$ cat src/logic/expander_irq_defs.vh
// Purpose: constants for the expander reset and change-interrupt block
// Assumes: 16 port pins split into two 8-bit ports
// Notes:   mask bits come out of reset set, capture enables cleared
`ifndef EXPANDER_IRQ_DEFS_VH
`define EXPANDER_IRQ_DEFS_VH

// ****************************************
// port geometry
// ****************************************
`define PORT_WIDTH        8
`define PORT_COUNT        2

// ****************************************
// reset values
// ****************************************
`define MASK_RESET        8'hff
`define CAPTURE_RESET     8'h00
`define INPUT_RESET       8'h00
`define DIR_RESET         8'hff

// ****************************************
// synchroniser depth
// ****************************************
`define SYNC_STAGES       2

`endif

$ cat src/logic/port_event.v
// Purpose: change detection and source flags for one 8-bit port
// Assumes: pin levels and scl already synchronised into clk_i
// Notes:   one instance per port
`timescale 1ns/1ps
`default_nettype none
`include "expander_irq_defs.vh"

module port_event #(
   parameter WIDTH = `PORT_WIDTH
) (
   // clock and reset
   input  wire             clk_i,
   input  wire             rst_n_i,
   // pin state and configuration
   input  wire [WIDTH-1:0] pin_i,
   input  wire [WIDTH-1:0] is_input_i,
   input  wire [WIDTH-1:0] mask_i,
   input  wire [WIDTH-1:0] capture_en_i,
   // read acknowledge of this port
   input  wire             read_ack_i,
   // results
   output reg  [WIDTH-1:0] input_value_o,
   output reg  [WIDTH-1:0] source_o,
   output reg              pending_o
);

   reg  [WIDTH-1:0] ref_q;
   reg  [WIDTH-1:0] ref_d;
   reg  [WIDTH-1:0] event_q;
   reg  [WIDTH-1:0] event_d;
   reg  [WIDTH-1:0] latch_q;
   reg  [WIDTH-1:0] latch_d;
   reg  [WIDTH-1:0] src_d;
   integer          i;

   // ****************************************
   // per-pin event tracking
   // ****************************************
   // ref holds the last value the host read; differences raise events
   always @* begin
      ref_d   = ref_q;
      event_d = event_q;
      latch_d = latch_q;
      for (i = 0; i < WIDTH; i = i + 1) begin
         if (!is_input_i[i]) begin
            event_d[i] = 1'b0;
         end else if (capture_en_i[i]) begin
            // hold the changed level, not the live one
            if (!event_q[i] && pin_i[i] != ref_q[i]) begin
               event_d[i] = 1'b1;
               latch_d[i] = pin_i[i];
            end
            if (read_ack_i && event_q[i]) begin
               event_d[i] = 1'b0;
               ref_d[i]   = latch_q[i];
            end
         end else begin
            // return to the original level clears the event
            event_d[i] = (pin_i[i] != ref_q[i]);
            latch_d[i] = pin_i[i];
            if (read_ack_i) begin
               ref_d[i]   = pin_i[i];
               event_d[i] = 1'b0;
            end
         end
      end
      src_d = event_d & ~mask_i;
   end

   // ****************************************
   // state registers
   // ****************************************
   always @(posedge clk_i or negedge rst_n_i) begin
      if (!rst_n_i) begin
         ref_q         <= `INPUT_RESET;
         event_q       <= {WIDTH{1'b0}};
         latch_q       <= `INPUT_RESET;
         input_value_o <= `INPUT_RESET;
         source_o      <= {WIDTH{1'b0}};
         pending_o     <= 1'b0;
      end else begin
         ref_q         <= ref_d;
         event_q       <= event_d;
         latch_q       <= latch_d;
         // latched pins show the held level to the host
         input_value_o <= (capture_en_i & latch_d) | (~capture_en_i & pin_i);
         source_o      <= src_d;
         pending_o     <= |src_d;
      end
   end

endmodule
`default_nettype wire

$ cat src/logic/expander_irq.v
// Purpose: reset input and open-drain change interrupt of a 16-bit expander
// Assumes: clk_i at 20 MHz; pins and scl asynchronous; no register bus
// Notes:   configuration arrives on plain ports from the register logic
`timescale 1ns/1ps
`default_nettype none
`include "expander_irq_defs.vh"

module expander_irq #(
   parameter W = `PORT_WIDTH
) (
   // clock and power-on reset
   input  wire           clk_i,
   input  wire           rst_n_i,
   // external reset pin, active low
   input  wire           reset_pin_n_i,
   // port pins
   input  wire [W-1:0]   port0_pin_i,
   input  wire [W-1:0]   port1_pin_i,
   // configuration: 1 = input
   input  wire [W-1:0]   port0_dir_i,
   input  wire [W-1:0]   port1_dir_i,
   // event masks from host writes
   input  wire [W-1:0]   port0_event_mask_bit_i,
   input  wire [W-1:0]   port1_event_mask_bit_i,
   input  wire           mask_wr_i,
   // capture enables
   input  wire [W-1:0]   port0_capture_enable_bit_i,
   input  wire [W-1:0]   port1_capture_enable_bit_i,
   input  wire           capture_wr_i,
   // i2c read of input port: scl and ack-phase markers
   input  wire           scl_i,
   input  wire           read_ack_phase_i,
   input  wire           read_port_sel_i,
   // status and interrupt
   output reg  [W-1:0]   port0_value_o,
   output reg  [W-1:0]   port1_value_o,
   output reg  [W-1:0]   port0_event_source_flag_o,
   output reg  [W-1:0]   port1_event_source_flag_o,
   output reg  [W-1:0]   port0_event_mask_o,
   output reg  [W-1:0]   port1_event_mask_o,
   output reg            access_ok_o,
   output reg            irq_n_o,
   output reg            irq_n_oe_o
);

   // ****************************************
   // reset release and pin synchronisers
   // ****************************************
   reg  [1:0]   rst_sync_q;
   wire         rst_n;
   reg  [2*W+4-1:0] s1_q;
   reg  [2*W+4-1:0] s2_q;
   reg          scl_prev_q;

   // power-on reset released through two flops
   always @(posedge clk_i or negedge rst_n_i) begin
      if (!rst_n_i) begin
         rst_sync_q <= 2'b00;
      end else begin
         rst_sync_q <= {rst_sync_q[0], 1'b1};
      end
   end
   assign rst_n = rst_sync_q[1];

   // two flops on every asynchronous input before use
   always @(posedge clk_i or negedge rst_n) begin
      if (!rst_n) begin
         // scl resets to its idle high level so no false edge follows
         s1_q <= {1'b0, 1'b1, {(2*W+2){1'b0}}};
         s2_q <= {1'b0, 1'b1, {(2*W+2){1'b0}}};
      end else begin
         s1_q <= {reset_pin_n_i, scl_i, read_ack_phase_i, read_port_sel_i,
                  port1_pin_i, port0_pin_i};
         s2_q <= s1_q;
      end
   end

   wire         pin_rst_n = s2_q[2*W+3];
   wire         scl_s     = s2_q[2*W+2];
   wire         ack_s     = s2_q[2*W+1];
   wire         sel_s     = s2_q[2*W];
   wire [W-1:0] p0_s      = s2_q[W-1:0];
   wire [W-1:0] p1_s      = s2_q[2*W-1:W];

   // reset pin clears the block without a supply cycle
   reg  [1:0]   blk_rst_q;
   always @(posedge clk_i or negedge rst_n) begin
      if (!rst_n) begin
         blk_rst_q <= 2'b00;
      end else begin
         blk_rst_q <= {blk_rst_q[0], pin_rst_n};
      end
   end
   wire core_rst_n = blk_rst_q[1] & rst_n;
   // hazard: this is a synchronous source used as an async clear;
   // it is the AND of two flops, blk_rst_q[1] and rst_n, so it is glitch free

   // ****************************************
   // scl edge and read acknowledge
   // ****************************************
   always @(posedge clk_i or negedge rst_n) begin
      if (!rst_n) begin
         scl_prev_q <= 1'b1;
      end else begin
         scl_prev_q <= scl_s;
      end
   end
   // clear fires on scl rise in the ack/nack bit of a port read
   wire scl_rise = scl_s & ~scl_prev_q;
   wire rd_ack   = scl_rise & ack_s & pin_rst_n;
   wire rd_ack0  = rd_ack & ~sel_s;
   wire rd_ack1  = rd_ack & sel_s;

   // ****************************************
   // configuration registers
   // ****************************************
   reg  [W-1:0] cap0_q;
   reg  [W-1:0] cap1_q;
   always @(posedge clk_i or negedge core_rst_n) begin
      if (!core_rst_n) begin
         port0_event_mask_o <= `MASK_RESET;
         port1_event_mask_o <= `MASK_RESET;
         cap0_q             <= `CAPTURE_RESET;
         cap1_q             <= `CAPTURE_RESET;
      end else begin
         // writes ignored while reset pin is low
         if (mask_wr_i && pin_rst_n) begin
            port0_event_mask_o <= port0_event_mask_bit_i;
            port1_event_mask_o <= port1_event_mask_bit_i;
         end
         if (capture_wr_i && pin_rst_n) begin
            cap0_q <= port0_capture_enable_bit_i;
            cap1_q <= port1_capture_enable_bit_i;
         end
      end
   end

   // ****************************************
   // per-port event logic
   // ****************************************
   wire [W-1:0] val0;
   wire [W-1:0] val1;
   wire [W-1:0] src0;
   wire [W-1:0] src1;
   wire         pend0;
   wire         pend1;

   port_event #(.WIDTH(W)) u_port0 (
      .clk_i         (clk_i),
      .rst_n_i       (core_rst_n),
      .pin_i         (p0_s),
      .is_input_i    (port0_dir_i),
      .mask_i        (port0_event_mask_o),
      .capture_en_i  (cap0_q),
      .read_ack_i    (rd_ack0),
      .input_value_o (val0),
      .source_o      (src0),
      .pending_o     (pend0)
   );

   port_event #(.WIDTH(W)) u_port1 (
      .clk_i         (clk_i),
      .rst_n_i       (core_rst_n),
      .pin_i         (p1_s),
      .is_input_i    (port1_dir_i),
      .mask_i        (port1_event_mask_o),
      .capture_en_i  (cap1_q),
      .read_ack_i    (rd_ack1),
      .input_value_o (val1),
      .source_o      (src1),
      .pending_o     (pend1)
   );

   // ****************************************
   // outputs from flops
   // ****************************************
   // open drain: drive low (oe low) only while an event is pending
   always @(posedge clk_i or negedge core_rst_n) begin
      if (!core_rst_n) begin
         port0_value_o             <= `INPUT_RESET;
         port1_value_o             <= `INPUT_RESET;
         port0_event_source_flag_o <= {W{1'b0}};
         port1_event_source_flag_o <= {W{1'b0}};
         access_ok_o               <= 1'b0;
         irq_n_o                   <= 1'b0;
         irq_n_oe_o                <= 1'b1;
      end else begin
         port0_value_o             <= val0;
         port1_value_o             <= val1;
         port0_event_source_flag_o <= src0;
         port1_event_source_flag_o <= src1;
         access_ok_o               <= pin_rst_n;
         irq_n_o                   <= 1'b0;
         irq_n_oe_o                <= ~(pend0 | pend1);
      end
   end

endmodule
`default_nettype wire

$ cat config.mk
export PLATFORM = sky130hd
export DESIGN_NAME = expander_irq
export DESIGN_NICKNAME = d
export VERILOG_FILES = /design/src/logic/port_event.v /design/src/logic/expander_irq.v
export VERILOG_INCLUDE_DIRS = /design/src /design/src/logic
export SDC_FILE = /design/constraint.sdc
export NUM_CORES = 1
export LEC_CHECK = 0
export ABC_AREA = 1
export BUFFER_PORTS_ARGS = -buffer_cell sky130_fd_sc_hd__clkbuf_2
export CORE_ASPECT_RATIO = 0.5
export CORE_UTILIZATION = 45
export DETAILED_ROUTE_END_ITERATION = 10
export GPL_ROUTABILITY_DRIVEN = 0
export PLACE_DENSITY = 0.78
export SYNTH_ARGS = -nofsm -noshare
export SYNTH_HDL_FRONTEND = slang
export SYNTH_HIERARCHICAL = 1
export SYNTH_SLANG_ARGS = --single-unit
$ cat constraint.sdc
create_clock -name clk_i -period 9 [get_ports clk_i]
set_clock_uncertainty 0.05 [all_clocks]
set_input_delay 1.8 -clock clk_i [delete_from_list [all_inputs] [get_ports clk_i]]
set_output_delay 1.8 -clock clk_i [all_outputs]
set_load 0.01 [all_outputs]
==> results of run 1 <==
-- sequential cells by signal, summed over array words and instances, names as in the netlist, 2 cells and up --
register	cells
port0_event_mask_o	8
port1_event_source_flag_o	8
s2_q	20
u_port0/source_o	8
u_port1/source_o	8
port1_value_o	8
u_port1/input_value_o	8
u_port0/input_value_o	8
blk_rst_q	2
port1_event_mask_o	8
s1_q	20
u_port0/event_q	8
u_port1/latch_q	8
u_port1/event_q	8
port0_value_o	8
rst_sync_q	2
u_port0/latch_q	8
port0_event_source_flag_o	8
u_port1/ref_q	8
cap0_q	8
cap1_q	8
u_port0/ref_q	8
-- cell usage in the layout (no fill, tap or decap) --
master                         n
sky130_fd_sc_hd__nand2_1     257
sky130_fd_sc_hd__dfrtp_1     172
sky130_fd_sc_hd__inv_1       137
sky130_fd_sc_hd__clkbuf_2    121
sky130_fd_sc_hd__nand3_1      74
sky130_fd_sc_hd__inv_2        29
sky130_fd_sc_hd__a21oi_1      26
sky130_fd_sc_hd__o21ai_0      22
sky130_fd_sc_hd__nor2_1       21
sky130_fd_sc_hd__dfstp_2      20
sky130_fd_sc_hd__o21ai_2      19
sky130_fd_sc_hd__clkbuf_16    17
sky130_fd_sc_hd__o21ai_1      13
sky130_fd_sc_hd__a21oi_2      10
sky130_fd_sc_hd__nor2_2       10
sky130_fd_sc_hd__and3_1        6
sky130_fd_sc_hd__nand4_1       6
sky130_fd_sc_hd__clkinvlp_4    5
sky130_fd_sc_hd__inv_6         3
sky130_fd_sc_hd__bufinv_16     3
sky130_fd_sc_hd__buf_4         3
sky130_fd_sc_hd__nor3_2        2
sky130_fd_sc_hd__nand2_4       2
sky130_fd_sc_hd__conb_1        2
sky130_fd_sc_hd__clkbuf_8      2
sky130_fd_sc_hd__clkbuf_1      2
sky130_fd_sc_hd__inv_4         2
sky130_fd_sc_hd__clkinv_4      1
sky130_fd_sc_hd__dfrtp_2       1
-- power by group through the flow --
stage                     clock network [mW]  logic [mW]  registers, mW
final                                  0.777       0.304           1.05
after floorplan                            0       0.191           1.07
after global placement                     0       0.286           1.06
after global routing                   0.827       0.348           1.06
after CTS                              0.788       0.305           1.05
after detailed placement                   0       0.301           1.07
-- final timing paths --
| kind | startpoint | endpoint | slack (ns) | cells past startpoint |
|---|---|---|---|---|
| min in group asynchronous | rst_sync_q[1] | s2_q[8] | 0.30 | 1 |
| min | u_port1/source_o[7] | port1_event_source_flag_o[7] | 0.29 | 0 |
| min reg2reg | u_port1/source_o[7] | port1_event_source_flag_o[7] | 0.29 | 0 |
| max reg2reg | rst_sync_q[1] | u_port0/latch_q[5] | 6.41 | 4 |
| max | port1_event_mask_o[0] | port1_event_mask_o[0] | 6.02 | 1 |
| max in group asynchronous | rst_sync_q[1] | u_port0/latch_q[5] | 6.41 | 4 |
-- per-stage QoR --
stage	cells	hold WS, ns
after floorplan	845	0.2812
after global placement	1183	0.2823
after detailed placement	1183	0.2847
after CTS	1215	0.2984
after global routing	1215	0.3018
final	1215	0.2925
-- metal layers --
layer	global-route usage [%]	vias up	part of all wire, %
li1	-	2845	-
met1	23.93	2825	44
met2	35.40	143	51
met3	3.865	15	4.0
met4	5.285	0	1.0
met5	0	-	0
-- cell usage after synthesis (10+ instances only) --
cell | instances | area (um^2)
sky130_fd_sc_hd__dfrtp_1 | 173 | 4329
sky130_fd_sc_hd__nor2_1 | 21 | 78.83
sky130_fd_sc_hd__nand2_1 | 257 | 964.7
sky130_fd_sc_hd__nand3_1 | 74 | 370.4
sky130_fd_sc_hd__o21ai_2 | 19 | 166.4
sky130_fd_sc_hd__a21oi_2 | 10 | 87.58
sky130_fd_sc_hd__inv_1 | 138 | 518.0
sky130_fd_sc_hd__o21ai_0 | 22 | 110.1
sky130_fd_sc_hd__nor2_2 | 10 | 62.56
sky130_fd_sc_hd__dfstp_2 | 20 | 525.5
sky130_fd_sc_hd__inv_2 | 29 | 108.9
sky130_fd_sc_hd__a21oi_1 | 26 | 130.1
sky130_fd_sc_hd__o21ai_1 | 13 | 65.06
-- logic make-up after synthesis --
kind of cell,count (synthesis)
compound gates,90
buf+inv,182
flops,193
other cells,2
simple gates,378
-- cell type report --
class | instances | area share [%]
clock buffer | 21 | 5.012
sequential | 193 | 52.85
timing repair buffer | 124 | 6.836
tap | 227 | 3.091
inverter | 169 | 7.013
multi-input combinational | 470 | 23.52
clock inverter | 11 | 1.675
==> results list, run 1 <==
* Run status: finished, final reports clean
- CP peak stage delay: ~0.57 ns
* Avg Cell Area, Syn: 9.180 um^2
- Reg power frac: between 40% and 50%
- The final count of pins violating max slew came to 0.
- Antenna violation net count after detailed routing: 0
* Via count of the first global-routing pass: about 5700
- Total of flip-flops plus latches after synthesis: about 190
- Clock latency on the worst-skew pair, taken at its later pin, is 0.42 ns.
- Entering global routing, the biggest net connects 86 pins.
* Fraction of layout instances using a drive strength above 1: about a quarter
* Total non-filler cell area in the finished layout: between 9000 and 10000 um^2
- Critical path type: register to primary output
- Detailed placement finished with a half-perimeter wire length of roughly 11000 um.
- In the routed layout, each cell is associated on average with a via count of 4.797.
- Fin Setup TNS: 0 ns
- Summing all flip-flop and latch instances after layout gives a little under 5000 um^2.
- The pre-antenna-repair detailed-routing pass consisted of 6 iterations.
- Cells after Synth: 845
- After Yosys synthesis, and, or, nand and nor cells account for approximately 20% of the synthesized area.
- Buffers added to address setup during post-CTS repair amount to 0.
- PD cells: around 230 nW/um^2
- Final Hold Vio Count: 0
- Maximum count of clock buffers along a single path: 2
* Drt wl/cell: 13.82 um
- In this run the core area contains 33 standard-cell rows.
- Drt first-iter violations: roughly 420
* Share of the yosys chip area belonging to registers: between 60% and 70%
* Inserted Diodes: 0
* Port Buffers: 121
- Antenna violations before repair: 0
- Nature of the critical path startpoint: register
* Clock tree from TritonCTS: built
* Combinational family with the most area after synthesis: simple AND/OR/NAND/NOR gates
- Die footprint: around 18000 um^2
- Crit end category: primary output
- Count of flip-flops with a built-in enable after synthesis: 0
- Post-cts repair resize count: 0
- Xor/xnor share of the synthesized area: 0%
- Max Clk Rate: between 300 and 400 MHz
- Maximum fanout along the worst path: 3
* Synthesized area: between 7000 and 8000 um^2
* Max-slew headroom at the worst pin: approximately 29%
* YS warnings: 6
- Post-route DRC: 0
- For the worst setup path, the data required time is just over 7 ns.
- Summing the areas of all compound-gate instances in the mapped netlist gives about 7% of the synthesized area.
* Main synth FF type: sky130_fd_sc_hd__dfrtp_1
- In the final layout, the multi-input gates occupy between 2000 and 2500 um^2.
- Net switching is between 20 and 30% of the power.
- At the pin with the least slew margin, the transition time is ~1.1 ns.
- Starting utilization of the core area: between 40% and 50%
- Final net count: ~1000
* Psw: a little under 0.6 mW
* Cell area after placement: 8573 um^2
- Logic pwr share: ~14%
* Area Growth Syn to Fin: 18.44%
* Gr usage total: roughly a fifth
- Multiplexer cells account for 0% of the synthesized area.
- Once routing completed, OpenROAD measured the worst setup slack at between 6 and 7 ns.
* Share of the clock period used by the worst path after layout: 33.15%
* Die Y-Extent: approximately 95 um
- Together, buffers and inverters on the worst path number 1.
- Post-Place Setup Slack: between 6 and 7 ns
* Hold-fix buffers at CTS: 0
- After layout, the minimum clock period comes to 2.983 ns.
* Number of distinct standard cells referenced by the synthesized netlist: 21
* Total routed wirelength: 16790 um
* Maximum capacitance violations: 0
* Maximum level of the CTS H-tree: 4
- The clock network burns 36.4% of the power.
- Cell type of the slowest stage on the worst timing path: sky130_fd_sc_hd__dfstp_2
- Detailed-route via count: 5828
* Worst vdd rail ir drop: ~0.00014 V
* Overall power of the completed layout: 2.135 mW
* Number of sinks on the clock net: roughly 190
* Setup Viol. Count Final: 0
* Unrepaired setup endpoints after global routing: no
- Clock-pin slew on the worst setup and hold paths: 0.07 ns
* Number of clock buffers inserted by TritonCTS: 17
* Post-Route Utilization: a little under three fifths
* Fraction of registers with async set or reset after synthesis: between 90% and 100%
- Total nets after synthesis: 917
- Wire length of the first global-routing pass: ~27000 um
- Arrival time of data at the critical path endpoint: approximately 1.1 ns
- In this run the count of I/O pins placed on the die edge is around 120.
* Filler cells: ~1400
* Core region area: roughly 17000 um^2
* Critical Path, Cell by Cell: clkbuf_2
* Congestion Overflow GR: 0
- Cell family with the largest share of critical-path delay: flip-flops
* HP Class: register to register
* Die width: ~190 um
* Arithmetic-cell share of the synthesized area counting full adders, half adders and majority gates: 0%
- For this design the static power due to leakage is slightly above 5 nW.
- CTS placed an instance of sky130_fd_sc_hd__clkbuf_16 at the clock tree root.
* Internal power: between 1.5 and 2 mW
Note: power is estimated with default switching activity, not from simulation.
==> inputs of run 2 (changes only) <==
--- a/config.mk
+++ b/config.mk
@@ -12,7 +12,7 @@
 export CORE_UTILIZATION = 45
 export DETAILED_ROUTE_END_ITERATION = 10
 export GPL_ROUTABILITY_DRIVEN = 0
-export PLACE_DENSITY = 0.78
+export PLACE_DENSITY = 0.8
 export SYNTH_ARGS = -nofsm -noshare
 export SYNTH_HDL_FRONTEND = slang
 export SYNTH_HIERARCHICAL = 1
==> constraint.sdc (replaced) <==
create_clock -name clk_i -period 2.6 [get_ports clk_i]
set_clock_uncertainty 0.05 [all_clocks]
set_input_delay 0.52 -clock clk_i [delete_from_list [all_inputs] [get_ports clk_i]]
set_output_delay 0.52 -clock clk_i [all_outputs]
set_load 0.01 [all_outputs]
==> results list, run 2 (synthesized netlist as in run 1, its figures left out) <==
- The routed via count was 5828 (unchanged).
- The via-per-instance ratio is 4.781 (-0.33%).
* Combined area of the multi-input logic cells: 2168 um^2 (+0.35%)
- The post-route non-filler standard cell count came to 1219 (+0.33%).
* HPWL after detailed placement: 11780 um (+2.9%)
- The slew at the pin closest to its max-slew limit is 0.6262 ns (-0.4329 ns).
- Post-layout minimum cycle time: 1.817 ns
* Overall power of the completed layout: 7.255 mW (+240%)
- TritonCTS built the clock tree.
- The antenna diode count came to 0 (unchanged).
* Nature of the critical path startpoint: register
* Most common cell after layout, fill and taps aside: sky130_fd_sc_hd__nand2_1
- Number of sinks on the clock net: 193 (unchanged)
* Unrepaired setup endpoints after global routing: no
- Num ports: 123 (unchanged)
* Psw: 2.126 mW (+260%)
* Core Rows: 33 (unchanged)
- The internal reg-to-reg setup slack is 0.78 ns (-5.63 ns).
- Reg power frac: 50.2% (+0.9 points)
- The later-pin clock latency in the skew report was 0.43 ns (about the same).
- Antenna violation net count after detailed routing: 0 (unchanged)
* Number of setup buffers added after CTS: 0 (unchanged)
- Cell with the most instances on the worst path: sky130_fd_sc_hd__nand2_1
- The area occupied by registers came to 4858 um^2 (about the same).
* Total routed wirelength: 17040 um (+1.5%)
* Maximum fanout along the worst path: 6 (+3)
- Fraction of layout instances using a drive strength above 1: 25.81% (+0.50 points)
- The number of gates given a new drive strength after cts was 0 (unchanged).
* Switching share of total power: 29.30% (+1.7 points)
- The area enclosed by the die boundary came to 17800 um^2 (unchanged).
* Worst R2R End: u_port1/ref_q[2]
* Crit end category: register
- Critical path type: register to register
- The wire length of the first global-routing pass came to 27670 um (+2.8%).
- The path with the worst hold slack has its endpoint at s1_q[12].
- Dividing the final minimum period by the clock period gives around 70%.
- Final Hold Vio Count: 0 (unchanged)
- Depth of the worst hold-timing path: 1 (+1)
- Arrival time of data at the critical path endpoint: 2.11 ns (+0.98 ns)
- Gr usage total: 20.04% (+0.57 points)
- Derived from the worst setup path, the maximum achievable clock frequency is about 550 MHz.
- The iteration-0 DRC count of the detailed router was 356 (-14%).
* Required time worst endpoint: 2.89 ns (-4.26 ns)
- Setup Viol. Count Final: 0 (unchanged)
- Die Y-Extent: 94.84 um (unchanged)
- The number of global-route vias before repair came to 5883 (+3.0%).
- The slowest stage of the critical path belongs to the cell sky130_fd_sc_hd__dfstp_2.
* Launch point of the critical path: s2_q[18]
- The H-tree depth reported by CTS is 4 (unchanged).
* Number of iterations in the first detailed-routing pass: 5 (-1)
* Maximum capacitance violations: 0 (unchanged)
* Run status: finished, final reports clean
- HP Class: input port to register
* Clock power share: 35.1% (-1.3 points)
- Root Buffer: sky130_fd_sc_hd__clkbuf_16
* Min-Delay Startpoint: port1_pin_i[4]
* Max Slew Vio Count: 0 (unchanged)
- The final design utilization is 55.57% (+0.22 points).
- Area Growth Syn to Fin: 18.90%
- The power density of the placed cells is 786.5 nW/um^2 (+240%).
- Internal power: 5.129 mW (+230%)
- Largest registers: s1_q: 20 flops, s2_q: 20 flops
- Antenna violations before repair: 0 (unchanged)
- The clock transition at the register clock pins on the worst setup and hold paths after CTS was 0.08 ns (about the same).
- # placed instances: 1186 (+0.25%)
- Core region area: 16600 um^2 (unchanged)
- In the layout the commonest cells are 256 x sky130_fd_sc_hd__nand2_1, 172 x sky130_fd_sc_hd__dfrtp_1, 137 x sky130_fd_sc_hd__inv_1, 121 x sky130_fd_sc_hd__clkbuf_2, 74 x sky130_fd_sc_hd__nand3_1.
- Pin count of the biggest net entering global routing: 81 (-5.8%)
- Fin Setup TNS: 0 ns (unchanged)
- Hold-fix buffers at CTS: 1 (+1)
- The total clock buffers created by CTS came to 17 (unchanged).
- Max-slew headroom at the worst pin: 58.25% (+29 points)
- Startpoint of the most critical register-to-register path: s2_q[18]
- The DRC violation count after routing was 0 (unchanged).
- The signal on the critical path passes through nand2_1 -> nor3_2 -> buf_4 -> inv_4 -> a21oi_2 -> inv_1 -> nor2_2 -> nand2_1 -> o21ai_1.
- The net count of the finished layout is 1051 (+0.38%).
* Filler cells: 1448 (+3.3%)
- Maximum count of clock buffers along a single path: 2 (unchanged)
- Leakage power total: 5.164 nW (+0.65%)
- Port Buffers: 121 (unchanged)
- The delay of the slowest critical-path stage is 0.53 ns (-0.04 ns).
* Congestion Overflow GR: 0 (unchanged)
- The maximum VDD drop is 0.0005444 V (+290%).
- Die width: 187.7 um (unchanged)
- Cells on worst reg2reg path: 9 (+5)
- The average wire per standard cell was 13.98 um (+1.2%).
- The proportion of power drawn by combinational gates was 14.7% (+0.4 points).
- Starting utilization of the core area: 46.74% (unchanged)
==> run 2: worst max-delay path, delay by kind of cell, from the launching register on <==
| family | cells | cell delay, ns |
|---|---|---|
| AOI/OAI and AO/OA | 2 | 0.20 |
| buffers and inverters | 3 | 0.38 |
| and+or+nand+nor | 4 | 0.56 |
| DFF | 1 | 0.53 |
==> run 2: layer usage <==
layer / track usage [%] / routed length, um / up-vias
met5: 0 / 0 / -
met4: 8.130 / 398 / 0
met3: 4.496 / 688 / 31
met2: 34.57 / 8387 / 140
met1: 24.81 / 7566 / 2794
li1: - / - / 2863
==> run 2: power groups by stage <==
stage	Sequential (mW)	Combinational, mW	Clock, mW
3_5_place_dp	3.69	1.06	0
3_3_place_gp	3.68	1.01	0
5_1_grt	3.68	1.21	2.75
2_1_floorplan	3.70	0.662	0
4_1_cts	3.64	1.07	2.60
6_report	3.64	1.07	2.55
==> run 2: final cells by class <==
type | instances | share of cell area (%)
clock buffer | 20 | 5.060
multi-input combinational | 470 | 23.51
timing repair buffer | 128 | 7.434
sequential | 193 | 52.67
clock inverter | 12 | 1.275
inverter | 169 | 6.972
tap | 227 | 3.079
==> run 2: how the worst max path moves through the flow <==
stage	endpoint	slack [ns]	cells after the start
floorplan	access_ok_o	-0.13	2
global placement	u_port1/ref_q[2]	0.90	9
detailed placement	u_port1/ref_q[2]	0.77	9
CTS	u_port1/ref_q[2]	0.77	9
global route	u_port1/ref_q[0]	0.70	9
finish	u_port1/ref_q[2]	0.78	9
==> run 2: per-stage QoR <==
step	hold slack (ns)	setup slack (ns)	area, um^2
after floorplan	0.1744	-0.1287	7772
after global placement	0.2561	0.8978	8630
after detailed placement	0.2589	0.7734	8630
after CTS	0.1293	0.7660	9224
after global routing	0.1237	0.6994	9224
final	0.1466	0.7831	9224
==> inputs of run 3 (changes only) <==
==> constraint.sdc (replaced) <==
create_clock -name clk_i -period 1.66 [get_ports clk_i]
set_clock_uncertainty 0.05 [all_clocks]
set_input_delay 0.332 -clock clk_i [delete_from_list [all_inputs] [get_ports clk_i]]
set_output_delay 0.332 -clock clk_i [all_outputs]
set_load 0.01 [all_outputs]
==> results list, run 3 (synthesized netlist as in run 1, its figures left out) <==
- Critical path type: register to register
- In the final layout, the registers with the most flip-flops are s1_q: 20 flops, s2_q: 20 flops.
- The wire length of the first global-routing pass is 28350 um (+2.5%).
- Unrepaired setup endpoints after global routing: yes
* Area Growth Syn to Fin: 24.58%
* Die width: 187.7 um (unchanged)
- The library cells used most frequently in the layout, excluding fill and tap cells, are 255 x sky130_fd_sc_hd__nand2_1, 172 x sky130_fd_sc_hd__dfrtp_1, 132 x sky130_fd_sc_hd__inv_1, 121 x sky130_fd_sc_hd__clkbuf_2, 74 x sky130_fd_sc_hd__nand3_1.
* Fraction of layout instances using a drive strength above 1: 26.90% (+1.1 points)
- The worst setup path is captured at a register.
- The final-report hold violation count is 0 (unchanged).
- The proportion of total power due to net switching is 28.57% (-0.74 points).
* Minimum hold slack: 0.05826 ns (-0.08837 ns)
- Max Slew Vio Count: 0 (unchanged)
- Number of iterations in the first detailed-routing pass: 5 (unchanged)
* Final net count: 1085 (+3.2%)
* PD cells: 1217 nW/um^2 (+55%)
- Overall power of the completed layout: 11.77 mW (+62%)
- Clock power share: 36.4% (+1.3 points)
* Worst Tran Pin Value: 0.6316 ns (+0.005425 ns)
* Root Buffer: sky130_fd_sc_hd__clkbuf_16
- The maximum VDD drop is 0.0008404 V (+54%).
- Logic pwr share: 15.0% (+0.3 points)
* Total routed wirelength: 17900 um (+5.0%)
* Maximum fanout along the worst path: 5 (-1)
- The endpoint identified for the worst register-to-register timing path is u_port0/ref_q[3].
* Drt first-iter violations: 553 (+55%)
* Metal-1 WL: 7684 um (+1.6%)
* Leakage power total: 5.360 nW (+3.8%)
- The data arrival at the endpoint of the critical path was 1.98 ns (-0.13 ns).
- The later-pin clock latency in the skew report came to 0.42 ns (about the same).
- The instance count along the most critical hold path is 3 (+2).
* Max-slew headroom at the worst pin: 57.89% (-0.36 points)
* Reg power frac: 48.5% (-1.7 points)
* Fin Setup TNS: -0.03178 ns (-0.03178 ns)
* Share of the clock period used by the worst path after layout: 101.3% (+31 points)
- Congestion Overflow GR: 0 (unchanged)
- Drt wl/cell: 14.28 um (+2.2%)
* Inserted Diodes: 0 (unchanged)
- Top routing layer used: met4
* Psw: 3.361 mW (+58%)
- Antenna violations before repair: 0 (unchanged)
- Post-route DRC: 0 (unchanged)
* Detail-routed via count per cell: 4.869 (+1.8%)
* Gr usage total: 20.64% (+0.60 points)
- The row count came to 33 (unchanged).
* Maximum level of the CTS H-tree: 4 (unchanged)
* Number of sinks on the clock net: 193 (unchanged)
- The internal power consumption came to 8.404 mW (+64%).
- The number of antenna-violating nets in the routed design came to 0 (unchanged).
* Routed met3 length: 859 um (+25%)
- The pin count of the biggest net entering global routing is 44 (-46%).
- The flow ran to the end, but the final reports show violations.
- Core region area: 16600 um^2 (unchanged)
- Max Clk Rate: 594.5 MHz (+8.0%)
- The max-cap check violation count was 0 (unchanged).
- Min-Delay Startpoint: port0_event_mask_bit_i[3]
- The placed wire-length estimate after detailed placement was 12340 um (+4.8%).
- Setup Viol. Count Final: 2 (+2)
- Maximum count of clock buffers along a single path: 2 (unchanged)
* Detailed-route via count: 6101 (+4.7%)
* Met2 routed WL: 8878 um (+5.9%)
* Cells on worst reg2reg path: 9 (unchanged)
- The path class of the tightest hold or removal check is input port to register.
* Violated checks: setup timing
* Hold Path End: port0_event_mask_o[3]
- Clock-pin slew on the worst setup and hold paths: 0.07 ns (about the same)
* Via count of the first global-routing pass: 6042 (+2.7%)
- Die Y-Extent: 94.84 um (unchanged)
- The worst setup path is launched from a register.
- The total I/O pin count was 123 (unchanged).
* Most common cell after layout, fill and taps aside: sky130_fd_sc_hd__nand2_1
- Clock tree from TritonCTS: built
* Starting utilization of the core area: 46.74% (unchanged)
- The total clock buffers created by CTS came to 17 (unchanged).
* Final WS setup: -0.02222 ns (-0.8053 ns)
- The area enclosed by the die boundary is 17800 um^2 (unchanged).
- Required time worst endpoint: 1.96 ns (-0.93 ns)
- Post-layout minimum cycle time: 1.682 ns (-0.1347 ns)
- Startpoint of the most critical register-to-register path: s2_q[18]
* Port Buffers: 121 (unchanged)
* Reg-to-reg setup timing slack: -0.02 ns (-0.81 ns)
run 3: layout make-up:
class / count / area, um^2
clock buffer: 17 / 425.4
clock inverter: 15 / 198.9
fill: 1359 / 6934
inverter: 169 / 653.1
multi-input combinational: 470 / 2261
sequential: 193 / 4858
tap: 227 / 284.0
timing repair buffer: 162 / 983.4
run 3: worst max-delay path, cell delays in order, from the launching register on:
cell                      delay (ns)
sky130_fd_sc_hd__dfstp_2        0.56
sky130_fd_sc_hd__nand2_4        0.07
sky130_fd_sc_hd__nor3_4         0.22
sky130_fd_sc_hd__buf_6          0.19
sky130_fd_sc_hd__inv_8          0.06
sky130_fd_sc_hd__a21oi_4        0.14
sky130_fd_sc_hd__inv_2          0.07
sky130_fd_sc_hd__nor2_4         0.12
sky130_fd_sc_hd__nand2_1        0.06
sky130_fd_sc_hd__o21ai_1        0.08
run 3: what timing repair did:
item                                    in CTS  in global routing
hold endpoints to repair                    22                  0
resized for setup                            5                 21
pin swaps                                    2                 11
buffers inserted                             0                  3
endpoints found under the setup margin       2                 12
hold buffers                                21                  0
gates cloned                                 0                  1
run 3: power by group through the flow:
stage | Clock, mW | Combinational (mW) | Sequential [mW]
2_1_floorplan | 0 | 1.04 | 5.79
3_3_place_gp | 0 | 1.60 | 5.76
3_5_place_dp | 0 | 1.68 | 5.78
4_1_cts | 4.36 | 1.74 | 5.70
5_1_grt | 4.56 | 2.00 | 5.77
6_report | 4.29 | 1.77 | 5.71
run 3: worst max path at each step:
stage / startpoint / endpoint / slack [ns] / depth (start not counted)
global route: s2_q[18] / u_port0/ref_q[3] / -0.1 / 9
finish: s2_q[18] / u_port0/ref_q[3] / -0.02 / 9
detailed placement: s2_q[18] / u_port1/ref_q[4] / -0.003 / 9
CTS: s2_q[18] / u_port1/ref_q[6] / 0.003 / 9
floorplan: rst_sync_q[1] / access_ok_o / -1.07 / 2
global placement: s2_q[18] / u_port1/pending_o / 0.06 / 8
run 3: metrics by stage:
stage,util (%),area (um^2),setup slack [ns],cells
floorplan,-,7772,-1.069,845
global placement,52.37,8692,0.06184,1196
detailed placement,52.37,8692,-0.002910,1196
CTS,57.52,9547,0.002695,1249
global route,58.22,9664,-0.09848,1253
finish,58.22,9664,-0.02222,1253
run 3: metal layers:
metal | vias to the layer above | track usage, %
met3 | 37 | 3.642
met5 | - | 0
met1 | 2937 | 25.90
li1 | 2914 | -
met2 | 213 | 35.03
met4 | 0 | 10.43
